$ cat src/design/bpt_regs.vh
// constants for the buffered pwm timer channel block
`ifndef BPT_REGS_VH
`define BPT_REGS_VH
`define BPT_NCH 6
`define BPT_CW 16
`define BPT_MOD_RST 16'hffff
`define BPT_CNT_RST 16'h0000
`define BPT_MODE_UNBUF 2'h1
`define BPT_MODE_BUF 2'h2
`define BPT_ELS_CLEAR 2'h2
`define BPT_ELS_SET 2'h3
`define BPT_ELS_TOGGLE 2'h1
`endif

$ cat src/design/bpt_timer.v
// six-channel timer with buffered and unbuffered pwm
`timescale 1ns/1ps
`include "bpt_regs.vh"

module bpt_timer
(
    // clock, reset, enable
    input wire clk_sys_i,
    input wire rstn_i,
    input wire clk_en_i,
    // system state
    input wire wait_mode_i,
    input wire stop_mode_i,
    input wire break_active_i,
    input wire break_clear_permit_i,
    // timer control
    input wire counter_halt_i,
    input wire counter_clear_i,
    input wire [2:0] prescale_sel_i,
    input wire wrap_irq_enable_i,
    input wire [15:0] modulo_value_i,
    input wire modulo_wr_i,
    // wrap flag two-step clear
    input wire wrap_flag_rd_i,
    input wire wrap_flag_clr_i,
    // per-channel control, packed channel 0 in low bits
    input wire [5:0] buffer_link_select_i,
    input wire [5:0] unbuffered_mode_select_i,
    input wire [11:0] edge_level_select_i,
    input wire [5:0] toggle_on_wrap_i,
    input wire [5:0] full_duty_select_i,
    input wire [5:0] channel_irq_enable_i,
    // compare value write port
    input wire cmp_wr_i,
    input wire [2:0] cmp_ch_i,
    input wire [15:0] cmp_data_i,
    // channel flag two-step clear
    input wire [5:0] ch_flag_rd_i,
    input wire [5:0] ch_flag_clr_i,
    // outputs
    output wire [15:0] counter_o,
    output wire counter_wrap_flag_o,
    output wire [5:0] channel_event_flag_o,
    output wire [5:0] channel_pin_o,
    output wire [5:0] channel_pin_oe_o,
    output wire [2:0] active_set_o,
    output wire irq_o,
    output wire wake_o
);

    //------------------------------------------------------------
    // behaviour notes
    //------------------------------------------------------------
    // all state advances only on edges where clk_en_i is high and
    // stop mode is off, so a frozen block resumes exactly where it
    // stopped, counter and pins included.
    // the counter counts from zero up to the modulo value and wraps
    // to zero on the following tick; the period is modulo plus one.
    // a compare match and a wrap both need a counter tick, so a
    // halted counter produces no flags and no pin edges, except a full duty pin parked at pulse level.
    // pulse width runs from the wrap to the compare match: the wrap
    // toggles the pin into its pulse level and the match forces the
    // complement of that level.
    // a linked pair keeps its even channel's controls; the odd
    // channel loses its pin enable so the pin can serve as plain io.
    // the set in use changes only at a wrap, never mid-period, which
    // is what keeps a buffered width update glitch free.
    // software that writes the set in use gets unbuffered behaviour;
    // the block cannot guard against that and does not try.
    // toggle on compare is decoded, but it can drift out of phase
    // after noise and cannot give a reliable zero duty; it stays in
    // only for plain output compare use.
    // when a compare and a wrap fall in one cycle the compare wins;
    // full duty, set together with the wrap toggle, wins over both
    // and parks the pin at pulse level.
    // flag clears take two steps, a read with the flag set and then
    // a clear; a new event between the steps spoils the armed read,
    // so a pending interrupt request is never lost.
    // in wait mode the bus is cut off: compare and modulo writes, flag reads
    // and flag clears are ignored; counter clear still acts and the counter keeps running.
    // in a debug break the counter and prescaler hold unless counter clear zeroes them,
    // and flag clears only act when the break clear permit is high.
    // prescaler select seven names an external clock that this block
    // does not serve; the counter simply stops there.
    // between the two byte writes of the modulo value the wrap flag
    // cannot set, so a half-written period raises no request.

    //------------------------------------------------------------
    // state
    //------------------------------------------------------------
    reg [15:0] cnt_ff; // main counter
    reg [6:0] pre_ff; // prescaler
    reg [15:0] cmp_ff [0:5]; // compare values
    reg [5:0] pin_ff; // channel outputs
    reg [2:0] last_odd_ff; // last written set per pair is odd
    reg [2:0] act_odd_ff; // set in use this period is odd
    reg wrap_flag_ff; // wrap flag
    reg wrap_arm_ff; // first clear step seen
    reg [5:0] ch_flag_ff; // channel event flags
    reg [5:0] ch_arm_ff; // first clear step seen per channel
    reg mod_lock_ff; // modulo write in progress blocks wrap flag
    integer i; // loop index, combinational decode only
    integer j; // loop index, counter block only
    integer k; // loop index, pin block only
    integer m; // loop index, flag block only

    // core advances only when enabled and not stopped
    wire run = clk_en_i & ~stop_mode_i;
    // registers cannot be reached from the bus in wait mode
    wire acc = ~wait_mode_i;
    // flag clears blocked in break unless permitted
    wire clr_ok = acc & (~break_active_i | break_clear_permit_i);

    //------------------------------------------------------------
    // prescaler tick
    //------------------------------------------------------------
    reg tick;
    always @*
    begin
        case (prescale_sel_i)
            3'h0: tick = 1'b1;
            3'h1: tick = pre_ff[0];
            3'h2: tick = &pre_ff[1:0];
            3'h3: tick = &pre_ff[2:0];
            3'h4: tick = &pre_ff[3:0];
            3'h5: tick = &pre_ff[4:0];
            3'h6: tick = &pre_ff[5:0];
            default: tick = 1'b0; // external clock source is not served here
        endcase
    end

    // counter steps only when not halted and not in break
    wire go = ~counter_halt_i & ~break_active_i;
    wire step = go & tick;
    wire wrap = step & (cnt_ff == modulo_value_i);

    //------------------------------------------------------------
    // per-channel effective mode
    //------------------------------------------------------------
    reg [5:0] linked; // odd channel absorbed into a pair
    reg [5:0] out_mode; // channel drives its pin as output compare
    reg [5:0] match;
    reg [15:0] cmp_sel;
    always @*
    begin
        linked = 6'h00;
        out_mode = 6'h00;
        match = 6'h00;
        cmp_sel = 16'h0000;
        for (i = 0; i < 6; i = i + 1)
        begin
            if (i % 2 == 0)
            begin
                // link bit wins over unbuffered bit
                // either mode code (01 plain, 10 buffered) makes an output
                out_mode[i] = buffer_link_select_i[i] | unbuffered_mode_select_i[i];
                if (buffer_link_select_i[i])
                begin
                    linked[i + 1] = 1'b1;
                    // even set first, then the set chosen at wrap
                    cmp_sel = act_odd_ff[i / 2] ? cmp_ff[i + 1] : cmp_ff[i];
                end
                else
                begin
                    cmp_sel = cmp_ff[i];
                end
            end
            else
            begin
                cmp_sel = cmp_ff[i];
            end
            match[i] = step & (cnt_ff == cmp_sel);
        end
        for (i = 1; i < 6; i = i + 2)
        begin
            // odd control is void while linked
            out_mode[i] = unbuffered_mode_select_i[i] & ~linked[i];
        end
    end

    //------------------------------------------------------------
    // counter, prescaler, compare storage and pair selection
    //------------------------------------------------------------
    always @(posedge clk_sys_i or negedge rstn_i)
    begin
        if (!rstn_i)
        begin
            cnt_ff <= `BPT_CNT_RST;
            pre_ff <= 7'h00;
            last_odd_ff <= 3'h0;
            act_odd_ff <= 3'h0;
            for (j = 0; j < 6; j = j + 1)
            begin
                cmp_ff[j] <= 16'h0000;
            end
        end
        else if (run)
        begin
            if (counter_clear_i)
            begin
                // counter and prescaler only
                cnt_ff <= `BPT_CNT_RST;
                pre_ff <= 7'h00;
            end
            else if (go)
            begin
                pre_ff <= pre_ff + 7'h01;
                if (step)
                begin
                    cnt_ff <= wrap ? `BPT_CNT_RST : cnt_ff + 16'h0001;
                end
            end
            if (cmp_wr_i & acc & (cmp_ch_i < 3'h6))
            begin
                cmp_ff[cmp_ch_i] <= cmp_data_i;
                // record which set of the pair was written last
                last_odd_ff[cmp_ch_i[2:1]] <= cmp_ch_i[0];
            end
            for (j = 0; j < 3; j = j + 1)
            begin
                if (~buffer_link_select_i[2 * j])
                begin
                    // unlinked pair restarts on the even set
                    act_odd_ff[j] <= 1'b0;
                    last_odd_ff[j] <= 1'b0;
                end
                else if (wrap)
                begin
                    // new set only takes over at a period start
                    act_odd_ff[j] <= last_odd_ff[j];
                end
            end
        end
    end

    //------------------------------------------------------------
    // channel pins
    //------------------------------------------------------------
    always @(posedge clk_sys_i or negedge rstn_i)
    begin
        if (!rstn_i)
        begin
            pin_ff <= 6'h00;
        end
        else if (run)
        begin
            for (k = 0; k < 6; k = k + 1)
            begin
                if (out_mode[k])
                begin
                    if (toggle_on_wrap_i[k] & full_duty_select_i[k])
                    begin
                        // constant pulse level
                        pin_ff[k] <= ~edge_level_select_i[2 * k];
                    end
                    else if (match[k] & edge_level_select_i[2 * k + 1])
                    begin
                        // compare drives the complement of the pulse level
                        pin_ff[k] <= edge_level_select_i[2 * k];
                    end
                    else if (match[k] & (edge_level_select_i[2 * k +: 2] == `BPT_ELS_TOGGLE))
                    begin
                        pin_ff[k] <= ~pin_ff[k];
                    end
                    else if (wrap & toggle_on_wrap_i[k])
                    begin
                        // no toggle when the wrap toggle is off
                        pin_ff[k] <= ~pin_ff[k];
                    end
                end
            end
        end
    end

    //------------------------------------------------------------
    // flags: set wins over clear, clear needs read first
    //------------------------------------------------------------
    always @(posedge clk_sys_i or negedge rstn_i)
    begin
        if (!rstn_i)
        begin
            wrap_flag_ff <= 1'b0;
            wrap_arm_ff <= 1'b0;
            ch_flag_ff <= 6'h00;
            ch_arm_ff <= 6'h00;
            mod_lock_ff <= 1'b0;
        end
        else if (run)
        begin
            if (modulo_wr_i & acc)
            begin
                mod_lock_ff <= ~mod_lock_ff; // two bytes: high then low
            end
            if (wrap & ~mod_lock_ff)
            begin
                wrap_flag_ff <= 1'b1;
                wrap_arm_ff <= 1'b0; // a new wrap spoils an armed clear
            end
            else if (wrap_flag_clr_i & wrap_arm_ff & clr_ok)
            begin
                wrap_flag_ff <= 1'b0;
                wrap_arm_ff <= 1'b0;
            end
            else if (wrap_flag_rd_i & wrap_flag_ff & acc)
            begin
                wrap_arm_ff <= 1'b1;
            end
            for (m = 0; m < 6; m = m + 1)
            begin
                if (match[m] & out_mode[m])
                begin
                    ch_flag_ff[m] <= 1'b1;
                    ch_arm_ff[m] <= 1'b0;
                end
                else if (ch_flag_clr_i[m] & ch_arm_ff[m] & clr_ok)
                begin
                    ch_flag_ff[m] <= 1'b0;
                    ch_arm_ff[m] <= 1'b0;
                end
                else if (ch_flag_rd_i[m] & ch_flag_ff[m] & acc)
                begin
                    ch_arm_ff[m] <= 1'b1;
                end
            end
        end
    end

    //------------------------------------------------------------
    // outputs
    //------------------------------------------------------------
    assign counter_o = cnt_ff;
    assign counter_wrap_flag_o = wrap_flag_ff;
    assign channel_event_flag_o = ch_flag_ff;
    assign channel_pin_o = pin_ff;
    assign channel_pin_oe_o = out_mode; // odd pin released when linked
    assign active_set_o = act_odd_ff;
    assign irq_o = (wrap_flag_ff & wrap_irq_enable_i) |
                   (|(ch_flag_ff & channel_irq_enable_i));
    assign wake_o = irq_o & wait_mode_i;

endmodule

$ cat config.mk
export PLATFORM = sky130hd
export DESIGN_NAME = bpt_timer
export DESIGN_NICKNAME = d
export VERILOG_FILES = /design/src/design/bpt_timer.v
export VERILOG_INCLUDE_DIRS = /design/src /design/src/design
export SDC_FILE = /design/constraint.sdc
export NUM_CORES = 1
export LEC_CHECK = 0
export BUFFER_PORTS_ARGS = -buffer_cell sky130_fd_sc_hd__buf_2
export CAP_MARGIN = 5
export CORE_MARGIN = 2
export CORE_UTILIZATION = 45
export DETAILED_ROUTE_END_ITERATION = 6
export GPL_ROUTABILITY_DRIVEN = 1
export HOLD_SLACK_MARGIN = 0.02
export PLACE_DENSITY = 0.74
export SLEW_MARGIN = 30
export SYNTH_ARGS = -nofsm -noshare
export SYNTH_HDL_FRONTEND = slang
export SYNTH_SLANG_ARGS = --single-unit
$ cat constraint.sdc
create_clock -name clk_sys_i -period 6.47 [get_ports clk_sys_i]
set_input_delay 1.294 -clock clk_sys_i [delete_from_list [all_inputs] [get_ports clk_sys_i]]
set_output_delay 1.294 -clock clk_sys_i [all_outputs]
set_load 0.005 [all_outputs]
# Word-level counts from Yosys, hierarchy flattened
# Index checks and enable logic that the tools add are counted.
[classes]
addsub = 2
multipliers = 0
div = 0
magnitude_cmp = 5
n_eq_ne = 25
shifts = 0
mux = 91
n_bitwise = 105
n_reduce_logical = 61
[ops]
columns = ["operator", "n"]
rows = [
  ["$mux W16", 11],
  ["$eq A16 B16 Y1", 7],
  ["$bwmux W96", 1],
  ["$and A1 B1 Y1", 78],
  ["$mux W1", 72],
  ["$demux W16 S3", 1],
  ["$reduce_and A2 Y1", 24],
  ["$reduce_and A3 Y1", 8],
  ["$reduce_bool A4 Y1", 6],
  ["$reduce_bool A3 Y1", 7],
  ["$not A1 Y1", 20],
  ["$reduce_bool A2 Y1", 9],
  ["$add A16 B1 Y16 const B", 1],
  ["$mux W7", 2],
  ["$eq A2 B1 Y1 const B", 6],
  ["$ne A2 B1 Y1 const B", 6],
  ["$eq A3 B3 Y1 const B", 3],
  ["$add A7 B1 Y7 const B", 1],
  ["$pmux W1 S7", 1],
  ["$and A6 B6 Y6", 1],
  ["$eq A3 B2 Y1 const B", 2],
  ["$reduce_and A6 Y1", 1],
  ["$reduce_or A6 Y1", 1],
  ["$or A1 B1 Y1", 5],
  ["other kinds (14)", 15],
]
[totals]
ff_bits = 146
latchBits = 0
ram_bits = 0
romBits = 0
in_bits = 106
output_inout_bits = 40
n_memories = 0

# Longest topological paths before layout
# Gate-level depths: netlist of run 1.
[logic_depth]
word_depth = 9
mapped_depth = 10
mapped_depth_nobuf = 10

# Least setup slack after synthesis of run 1
# Ideal clock, no wire load.
[synth_path]
path_kind = "input -> register"
startpoint = "input port buffer_link_select_i[4]"
endpoint = "register pin_ff[4] (netlist: channel_pin_o[4])"
arrival_ns = 3.204
slack_ns = 3.141
cell_stages = 10
cell_sequence = "and2_4 -> buf_6 -> buf_2 -> mux2i_1 -> o22ai_1 -> or4_4 -> nor4_4 -> nand2_1 -> mux2i_1 -> o21ai_1"
[synth_between]
elab_chain_cells = 7
[synth_rtl]
columns = ["item", "line", "rtl"]
rows = [
  ["start, declared", "bpt_timer.v:27", "input wire [5:0] buffer_link_select_i,"],
  ["$mux W16", "bpt_timer.v:157", "if (buffer_link_select_i[i])"],
  ["$eq A16 B16 Y1", "bpt_timer.v:172", "match[i] = step & (cnt_ff == cmp_sel);"],
  ["$and A1 B1 Y1", "bpt_timer.v:172", ""],
  ["$and A1 B1 Y1", "bpt_timer.v:261", "else if (match[k] & (edge_level_select_i[2 * k +: 2] == `BPT_ELS_TOGGLE))"],
  ["$mux W1", "bpt_timer.v:261", ""],
  ["$mux W1", "bpt_timer.v:256", "else if (match[k] & edge_level_select_i[2 * k + 1])"],
  ["$mux W1", "bpt_timer.v:251", "if (toggle_on_wrap_i[k] & full_duty_select_i[k])"],
  ["end signal, assigned by index", "bpt_timer.v:254", "pin_ff[k] <= ~edge_level_select_i[2 * k];"],
  ["end signal, assigned by index", "bpt_timer.v:259", "pin_ff[k] <= edge_level_select_i[2 * k];"],
  ["end signal, assigned by index", "bpt_timer.v:263", "pin_ff[k] <= ~pin_ff[k];"],
  ["end, declared", "bpt_timer.v:94", "reg [5:0] pin_ff;"],
]
# Parallel ways exist; a longest one is shown, timed or not.
# A chain may end at the register's enable or synchronous reset.

# Worst setup path after layout of run 1
[layout_path]
startpoint = "input port buffer_link_select_i[2]"
endpoint = "register pin_ff[2] (netlist: channel_pin_o[2])"
# Same word-level chain as after synthesis.

==> results.ini, run 1 <==
[run_status]
status = completed

[power_and_ir_drop]
swShare = 0.279
power.density_nw_per_um2 = 262
pwr-share-comb = 0.168
switching_power_w = 0.000732
power_frac_seq = 0.431
intPower_w = 0.00189
ir_drop_mv = 0.186
pwr-share-clk = 0.401
power_leakage_nw = 4.74

[layout]
areaGrowthSynthToFinish_pct = 18.8
drive_gt1_frac = 0.306
fillers = 1651
nets = 1082
final_cells = 1219
fin_util = 0.541
regArea_um2 = 3630
n_antenna_cell = 0
multiInputGateArea_um2 = 4520

[critical_path]
crit_path_cell_trace = buf_2 > and2_1 > mux2_2 > a221oi_1 > nand4_1 > nor4_1 > a21boi_0 > mux2i_1 > o31ai_1
cp_max_fo = 13
path_buf_inv = 1
max_stage_delay_ns = 0.66
critical-path-top-delay-family = simple AND/OR/NAND/NOR gates
arrival_ns = 4.26
cp.required_ns = 6.77
cp-start-kind = input pin
path_class = in -> reg
slowest_stage = nor4_1
worstSetupEndpointType = flop

[route]
drc = 0
first_pass_iters = 5
first_iter_violations = 598
routedWlPerCell_um = 21.5
num_vias = 7410
routed_via_density = 6.08
detail-route-antenna-nets = 0
routed_wl_mm = 26.2

[timing]
setup_tns_ns = 0
slew_headroom = 0.336
finalSetupViolCount = 0
clock.fmax_mhz = 252
period_needed_ns = 3.97
worstMarginPinSlew_ns = 0.983
fin_ws_ns = 2.50
whs_ns = 0.473
hold_viol = 0
slew_violations = 0
clock_skew_ns = 0.00824
grt_setup_unrepaired = no
period_share = 0.613

[die]
die-height_um = 141
die_area_um2 = 19800
core-area_um2 = 18500
dieWidth_um = 141
pin_count = 146
fp-row-count = 50
start_util = 0.455

[clock_tree]
ctsHoldBuffers = 0
cts_sinks = 145
ctsRootBufferMaster = clkbuf_16
cts_buffers = 17
clk_path_buf_depth = 2
post_cts_buffers = 0
cts_tree = done
clock_latency_ns = 0.43
path_clk_slew_ns = 0.06
htree_levels = 4
cts_resized = 0

[global_route]
grt_pass1_vias = 6956
antenna_found_initial = 0
grt_pass1_wl_mm = 39.6
grt_start_max_net_pins = 92
grt-ovfl-total = 0
grt_use_total = 0.265

[yosys]
synth-seq-cells = 145
ys_seq_area_frac = 0.430
ys_types = 70
ys.flop_type = dfrtp_1
synthCells = 838
synth.cell_area_um2 = 8430
yosys_warnings = 0
async_flop_share = 1.00
syn_nets = 947
synth_edf_count = 0
syn_area_per_cell_um2 = 10.1

[placed_design]
place.gp.congestion = 0.975
io_buffers = 142
hpwl_mm = 19.2
pre_cts_slack_ns = 2.12
dp.cells = 1186

[hold_path]
hp-class = reg -> reg

[run]
drv_cap = 0

[worst paths after layout]
| kind | cells after the start | slack, ns | to | from |
|---|---|---|---|---|
| max | 9 | 2.50 | channel_pin_o[2] | buffer_link_select_i[2] |
| min | 1 | 0.47 | mod_lock_ff | mod_lock_ff |
| max reg2reg | 8 | 3.01 | channel_pin_o[2] | active_set_o[1] |
| min reg2reg | 1 | 0.47 | mod_lock_ff | mod_lock_ff |
| max in group asynchronous | 2 | 4.34 | cmp_ff[53] | rstn_i |
| min in group asynchronous | 1 | 0.92 | channel_pin_o[0] | rstn_i |
[layer usage]
layer	routed length, µm	global-route usage	up-vias
met4	1000	0.124	0
met1	11200	0.356	3663
li1	-	-	3328
met5	0	0	-
met3	1990	0.0506	71
met2	12000	0.416	348
[flip-flops by register name, indices dropped and copies added (netlist names)]
signal	cells
active_set_o	3
ch_arm_ff	6
channel_event_flag_o	6
channel_pin_o	6
cmp_ff	80
cmp_sel	16
counter_o	16
counter_wrap_flag_o	1
last_odd_ff	3
mod_lock_ff	1
pre_ff	6
wrap_arm_ff	1
[layout by cell type, fill, tap and decap left out, drive strengths merged, types with 8 or more instances in the layout]
master | netlist | layout
inv | 29 | 33
nor2 | 51 | 51
nor3 | 10 | 10
mux2i | 26 | 26
nand4 | 16 | 16
dfrtp | 145 | 145
o21ai | 41 | 41
and3 | 10 | 10
or2 | 8 | 8
mux2 | 97 | 97
nand2 | 57 | 57
xor2 | 25 | 25
nor4 | 13 | 13
buf | 14 | 154
nand3 | 32 | 32
nor2b | 20 | 20
clkbuf | 25 | 18
a21oi | 25 | 25
xnor2 | 41 | 41
nand2b | 21 | 21
[logic make-up after synthesis]
family	share of synthesized area
AO/OA/AOI/OAI	0.141
XOR/XNOR	0.0686
adder cells (fa/ha/maj)	0.00445
buffers and inverters	0.0341
flip-flops	0.430
multiplexers	0.161
AND/OR/NAND/NOR	0.160
[through the flow]
| step | cell area, µm² | total power, W |
|---|---|---|
| after floorplan | 8430 | 0.00140 |
| after global placement | 9360 | 0.00156 |
| after detailed placement | 9360 | 0.00157 |
| after CTS | 9990 | 0.00263 |
| after global routing | 10000 | 0.00273 |
| final | 10000 | 0.00262 |
[power by group through the flow]
stage	Combinational, W	Clock (W)	Sequential [W]
3_5_place_dp	0.000434	0	0.00114
5_1_grt	0.000486	0.00110	0.00114
6_report	0.000442	0.00105	0.00113
4_1_cts	0.000440	0.00106	0.00113
2_1_floorplan	0.000296	0	0.00110
3_3_place_gp	0.000423	0	0.00114
[cells in the mapped netlist, drive strengths merged, types with 7 or more instances]
cell    count  area [µm²]
and2        7        46.3
nor2       51         191
dfrtp     145        3630
nand2      57         216
o21ai      41         205
a221oi      7        61.3
mux2i      26         260
nand3      32         160
o221ai      7        61.3
nand2b     21         139
nor3       10        50.1
nor4       13        96.3
inv        29         109
mux2       97        1100
xnor2      41         359
and3       10        62.6
o22ai       7        43.8
buf        14        73.8
or2         8        50.1
nand4      16         100
a21oi      25         125
nor2b      20         125
clkbuf     25        93.8
xor2       25         219
[cell type report]
class / count / area share
Inverter: 32 / 0.0120
Clock inverter: 14 / 0.0204
Tap cell: 234 / 0.0292
Clock buffer: 17 / 0.0425
Sequential cell: 145 / 0.362
Multi-Input combinational cell: 622 / 0.451
Timing Repair Buffer: 155 / 0.0823
(Power assumes the default switching activity.)
==> run 2, diff against run 1 <==
==> constraint.sdc (replaced) <==
create_clock -name clk_sys_i -period 4.2 [get_ports clk_sys_i]
set_input_delay 0.84 -clock clk_sys_i [delete_from_list [all_inputs] [get_ports clk_sys_i]]
set_output_delay 0.84 -clock clk_sys_i [all_outputs]
set_load 0.005 [all_outputs]
==> run 2 against run 1 <==
  * Final cell count increased by 0.49%
  * Count of clock-buffer cells in the layout increased by 2
  * Critical endpoint unchanged
  * Largest cell class unchanged
  * Clock skew fell by 0.0015 ns
  * Sequential power is 54% higher
  * Sequential share of layout area up 0.10 points
  * Hold slack improved by 0.0074 ns
  * First-iteration DRC count shrank 3.7%
  * Non-clock buffer count increased by 5
  * Die area did not move
  * Combinational power grew 55%
  * Largest power group unchanged
==> results.ini, run 2 (synthesis results as in run 1) <==
[run_status]
status = completed

[die]
start_util = 0.455
fp-row-count = 50
dieWidth_um = 141
die_area_um2 = 19800
die-height_um = 141
core-area_um2 = 18500
pin_count = 146

[timing]
slew_violations = 0
clock.fmax_mhz = 296
grt_setup_unrepaired = no
worstMarginPinSlew_ns = 0.917
hold_viol = 0
clock_skew_ns = 0.00669
finalSetupViolCount = 0
slew_headroom = 0.387
setup_tns_ns = 0
period_needed_ns = 3.38
period_share = 0.804

[layout]
final_cells = 1225
fin_util = 0.539
n_antenna_cell = 0
areaGrowthSynthToFinish_pct = 18.5
regMostFlops = cmp_ff
layout_common_cells = dfrtp_1, buf_2, mux2_2
drive_gt1_frac = 0.309
nets = 1087
largest_reg_flops = 80
final_common_cell = dfrtp_1

[power_and_ir_drop]
power.density_nw_per_um2 = 386
power_leakage_nw = 4.74
ir_drop_mv = 0.301

[placed_design]
hpwl_mm = 19.2
dp.cells = 1192
place.gp.congestion = 0.964
io_buffers = 142

[route]
routedWlPerCell_um = 21.2
routed_via_density = 6.01
routed_wl_mm = 25.9
detail-route-antenna-nets = 0
first_pass_iters = 7
drc = 0
first_iter_violations = 576
num_vias = 7366

[critical_path]
arrival_ns = 3.68
ff2ff_path_depth = 9
cp-start-kind = input pin
r2r-start = active_set_o[1]
max_stage_delay_ns = 0.59
worstSetupEndpointType = flop
cp.required_ns = 4.50
critical-path-top-delay-family = simple AND/OR/NAND/NOR gates
path_buf_inv = 2
r2r_end = channel_pin_o[2]
cp_max_fo = 13
rrSetupSlack_ns = 0.90
slowest_stage = and2_1
path_class = in -> reg
crit_path_cell_trace = buf_2 > and2_1 > mux2_2 > a221oi_1 > nand4_1 > nor4_1 > buf_4 > a21boi_0 > mux2i_1 > o31ai_1

[global_route]
grt_start_max_net_pins = 88
grt_pass1_vias = 6940
antenna_found_initial = 0
grt-ovfl-total = 0
grt_use_total = 0.264
grt_pass1_wl_mm = 39.9

[clock_tree]
cts_resized = 0
ctsHoldBuffers = 0
cts_buffers = 17
post_cts_buffers = 0
clock_latency_ns = 0.43
cts_tree = done
htree_levels = 4
cts_sinks = 145
path_clk_slew_ns = 0.06
clk_path_buf_depth = 2
ctsRootBufferMaster = clkbuf_16

[hold_path]
hp-class = in -> async

[run]
drv_cap = 0

run 2: cell count changes in the layout (fill, tap and decap cells not counted):
cell | before | now
clkbuf_1 | 0 | 1
buf_12 | 0 | 1
clkinvlp_4 | 2 | 3
bufinv_16 | 4 | 1
buf_4 | 11 | 16
inv_8 | 1 | 0
inv_6 | 3 | 2
clkbuf_8 | 1 | 2
buf_6 | 2 | 1
clkinv_2 | 1 | 5
clkinv_4 | 3 | 2
run 2: how the worst max path moves through the flow:
stage                                 start                to  slack [ns]  depth (start not counted)
detailed placement  buffer_link_select_i[2]  channel_pin_o[2]        0.47                         10
global route        buffer_link_select_i[2]  channel_pin_o[2]        0.59                         10
global placement    buffer_link_select_i[2]  channel_pin_o[2]        0.45                         10
finish              buffer_link_select_i[2]  channel_pin_o[2]        0.82                         10
floorplan           buffer_link_select_i[4]  channel_pin_o[4]        1.33                         10
CTS                 buffer_link_select_i[2]  channel_pin_o[2]        0.92                         10
run 2: per-stage QoR:
| stage | total power, W | setup WS (ns) | hold WS [ns] | cell area, µm² |
|---|---|---|---|---|
| after global routing | 0.00403 | 0.592 | 0.503 | 9990 |
| after CTS | 0.00386 | 0.921 | 0.480 | 9970 |
| after detailed placement | 0.00243 | 0.470 | 0.469 | 9420 |
| after global placement | 0.00240 | 0.453 | 0.462 | 9420 |
| final | 0.00385 | 0.822 | 0.480 | 9990 |
| after floorplan | 0.00215 | 1.33 | 0.445 | 8430 |
run 2: final cells by class:
cell class | count | area [µm²]
fillers | 1627 | 8530
inverters | 32 | 120
flip-flops and latches | 145 | 3630
multi-input cells | 622 | 4520
repair buffers | 160 | 871
well taps | 234 | 293
clock inverters | 13 | 113
clock buffers | 19 | 443
run 2: routing by layer:
layer,GRT usage,up-vias,part of all wire
met5,0,-,0
met4,0.112,0,0.036
met3,0.0577,57,0.081
met2,0.409,350,0.46
met1,0.358,3618,0.43
li1,-,3341,-
run 2: worst reg2reg max path, stage by stage, from the launching register on:
cell and delay [ns]:
dfrtp_1 0.55, and2_1 0.61, mux2_2 0.42, a221oi_1 0.31
nand4_1 0.13, nor4_1 0.55, buf_4 0.22, a21boi_0 0.14
mux2i_1 0.17, o31ai_1 0.09
run 2: where the power goes:
group | total (W) | internal (W) | switching [W]
clock | 0.00143 | 0.000828 | 0.000604
sequential | 0.00174 | 0.00157 | 0.000174
combinational | 0.000683 | 0.000351 | 0.000331
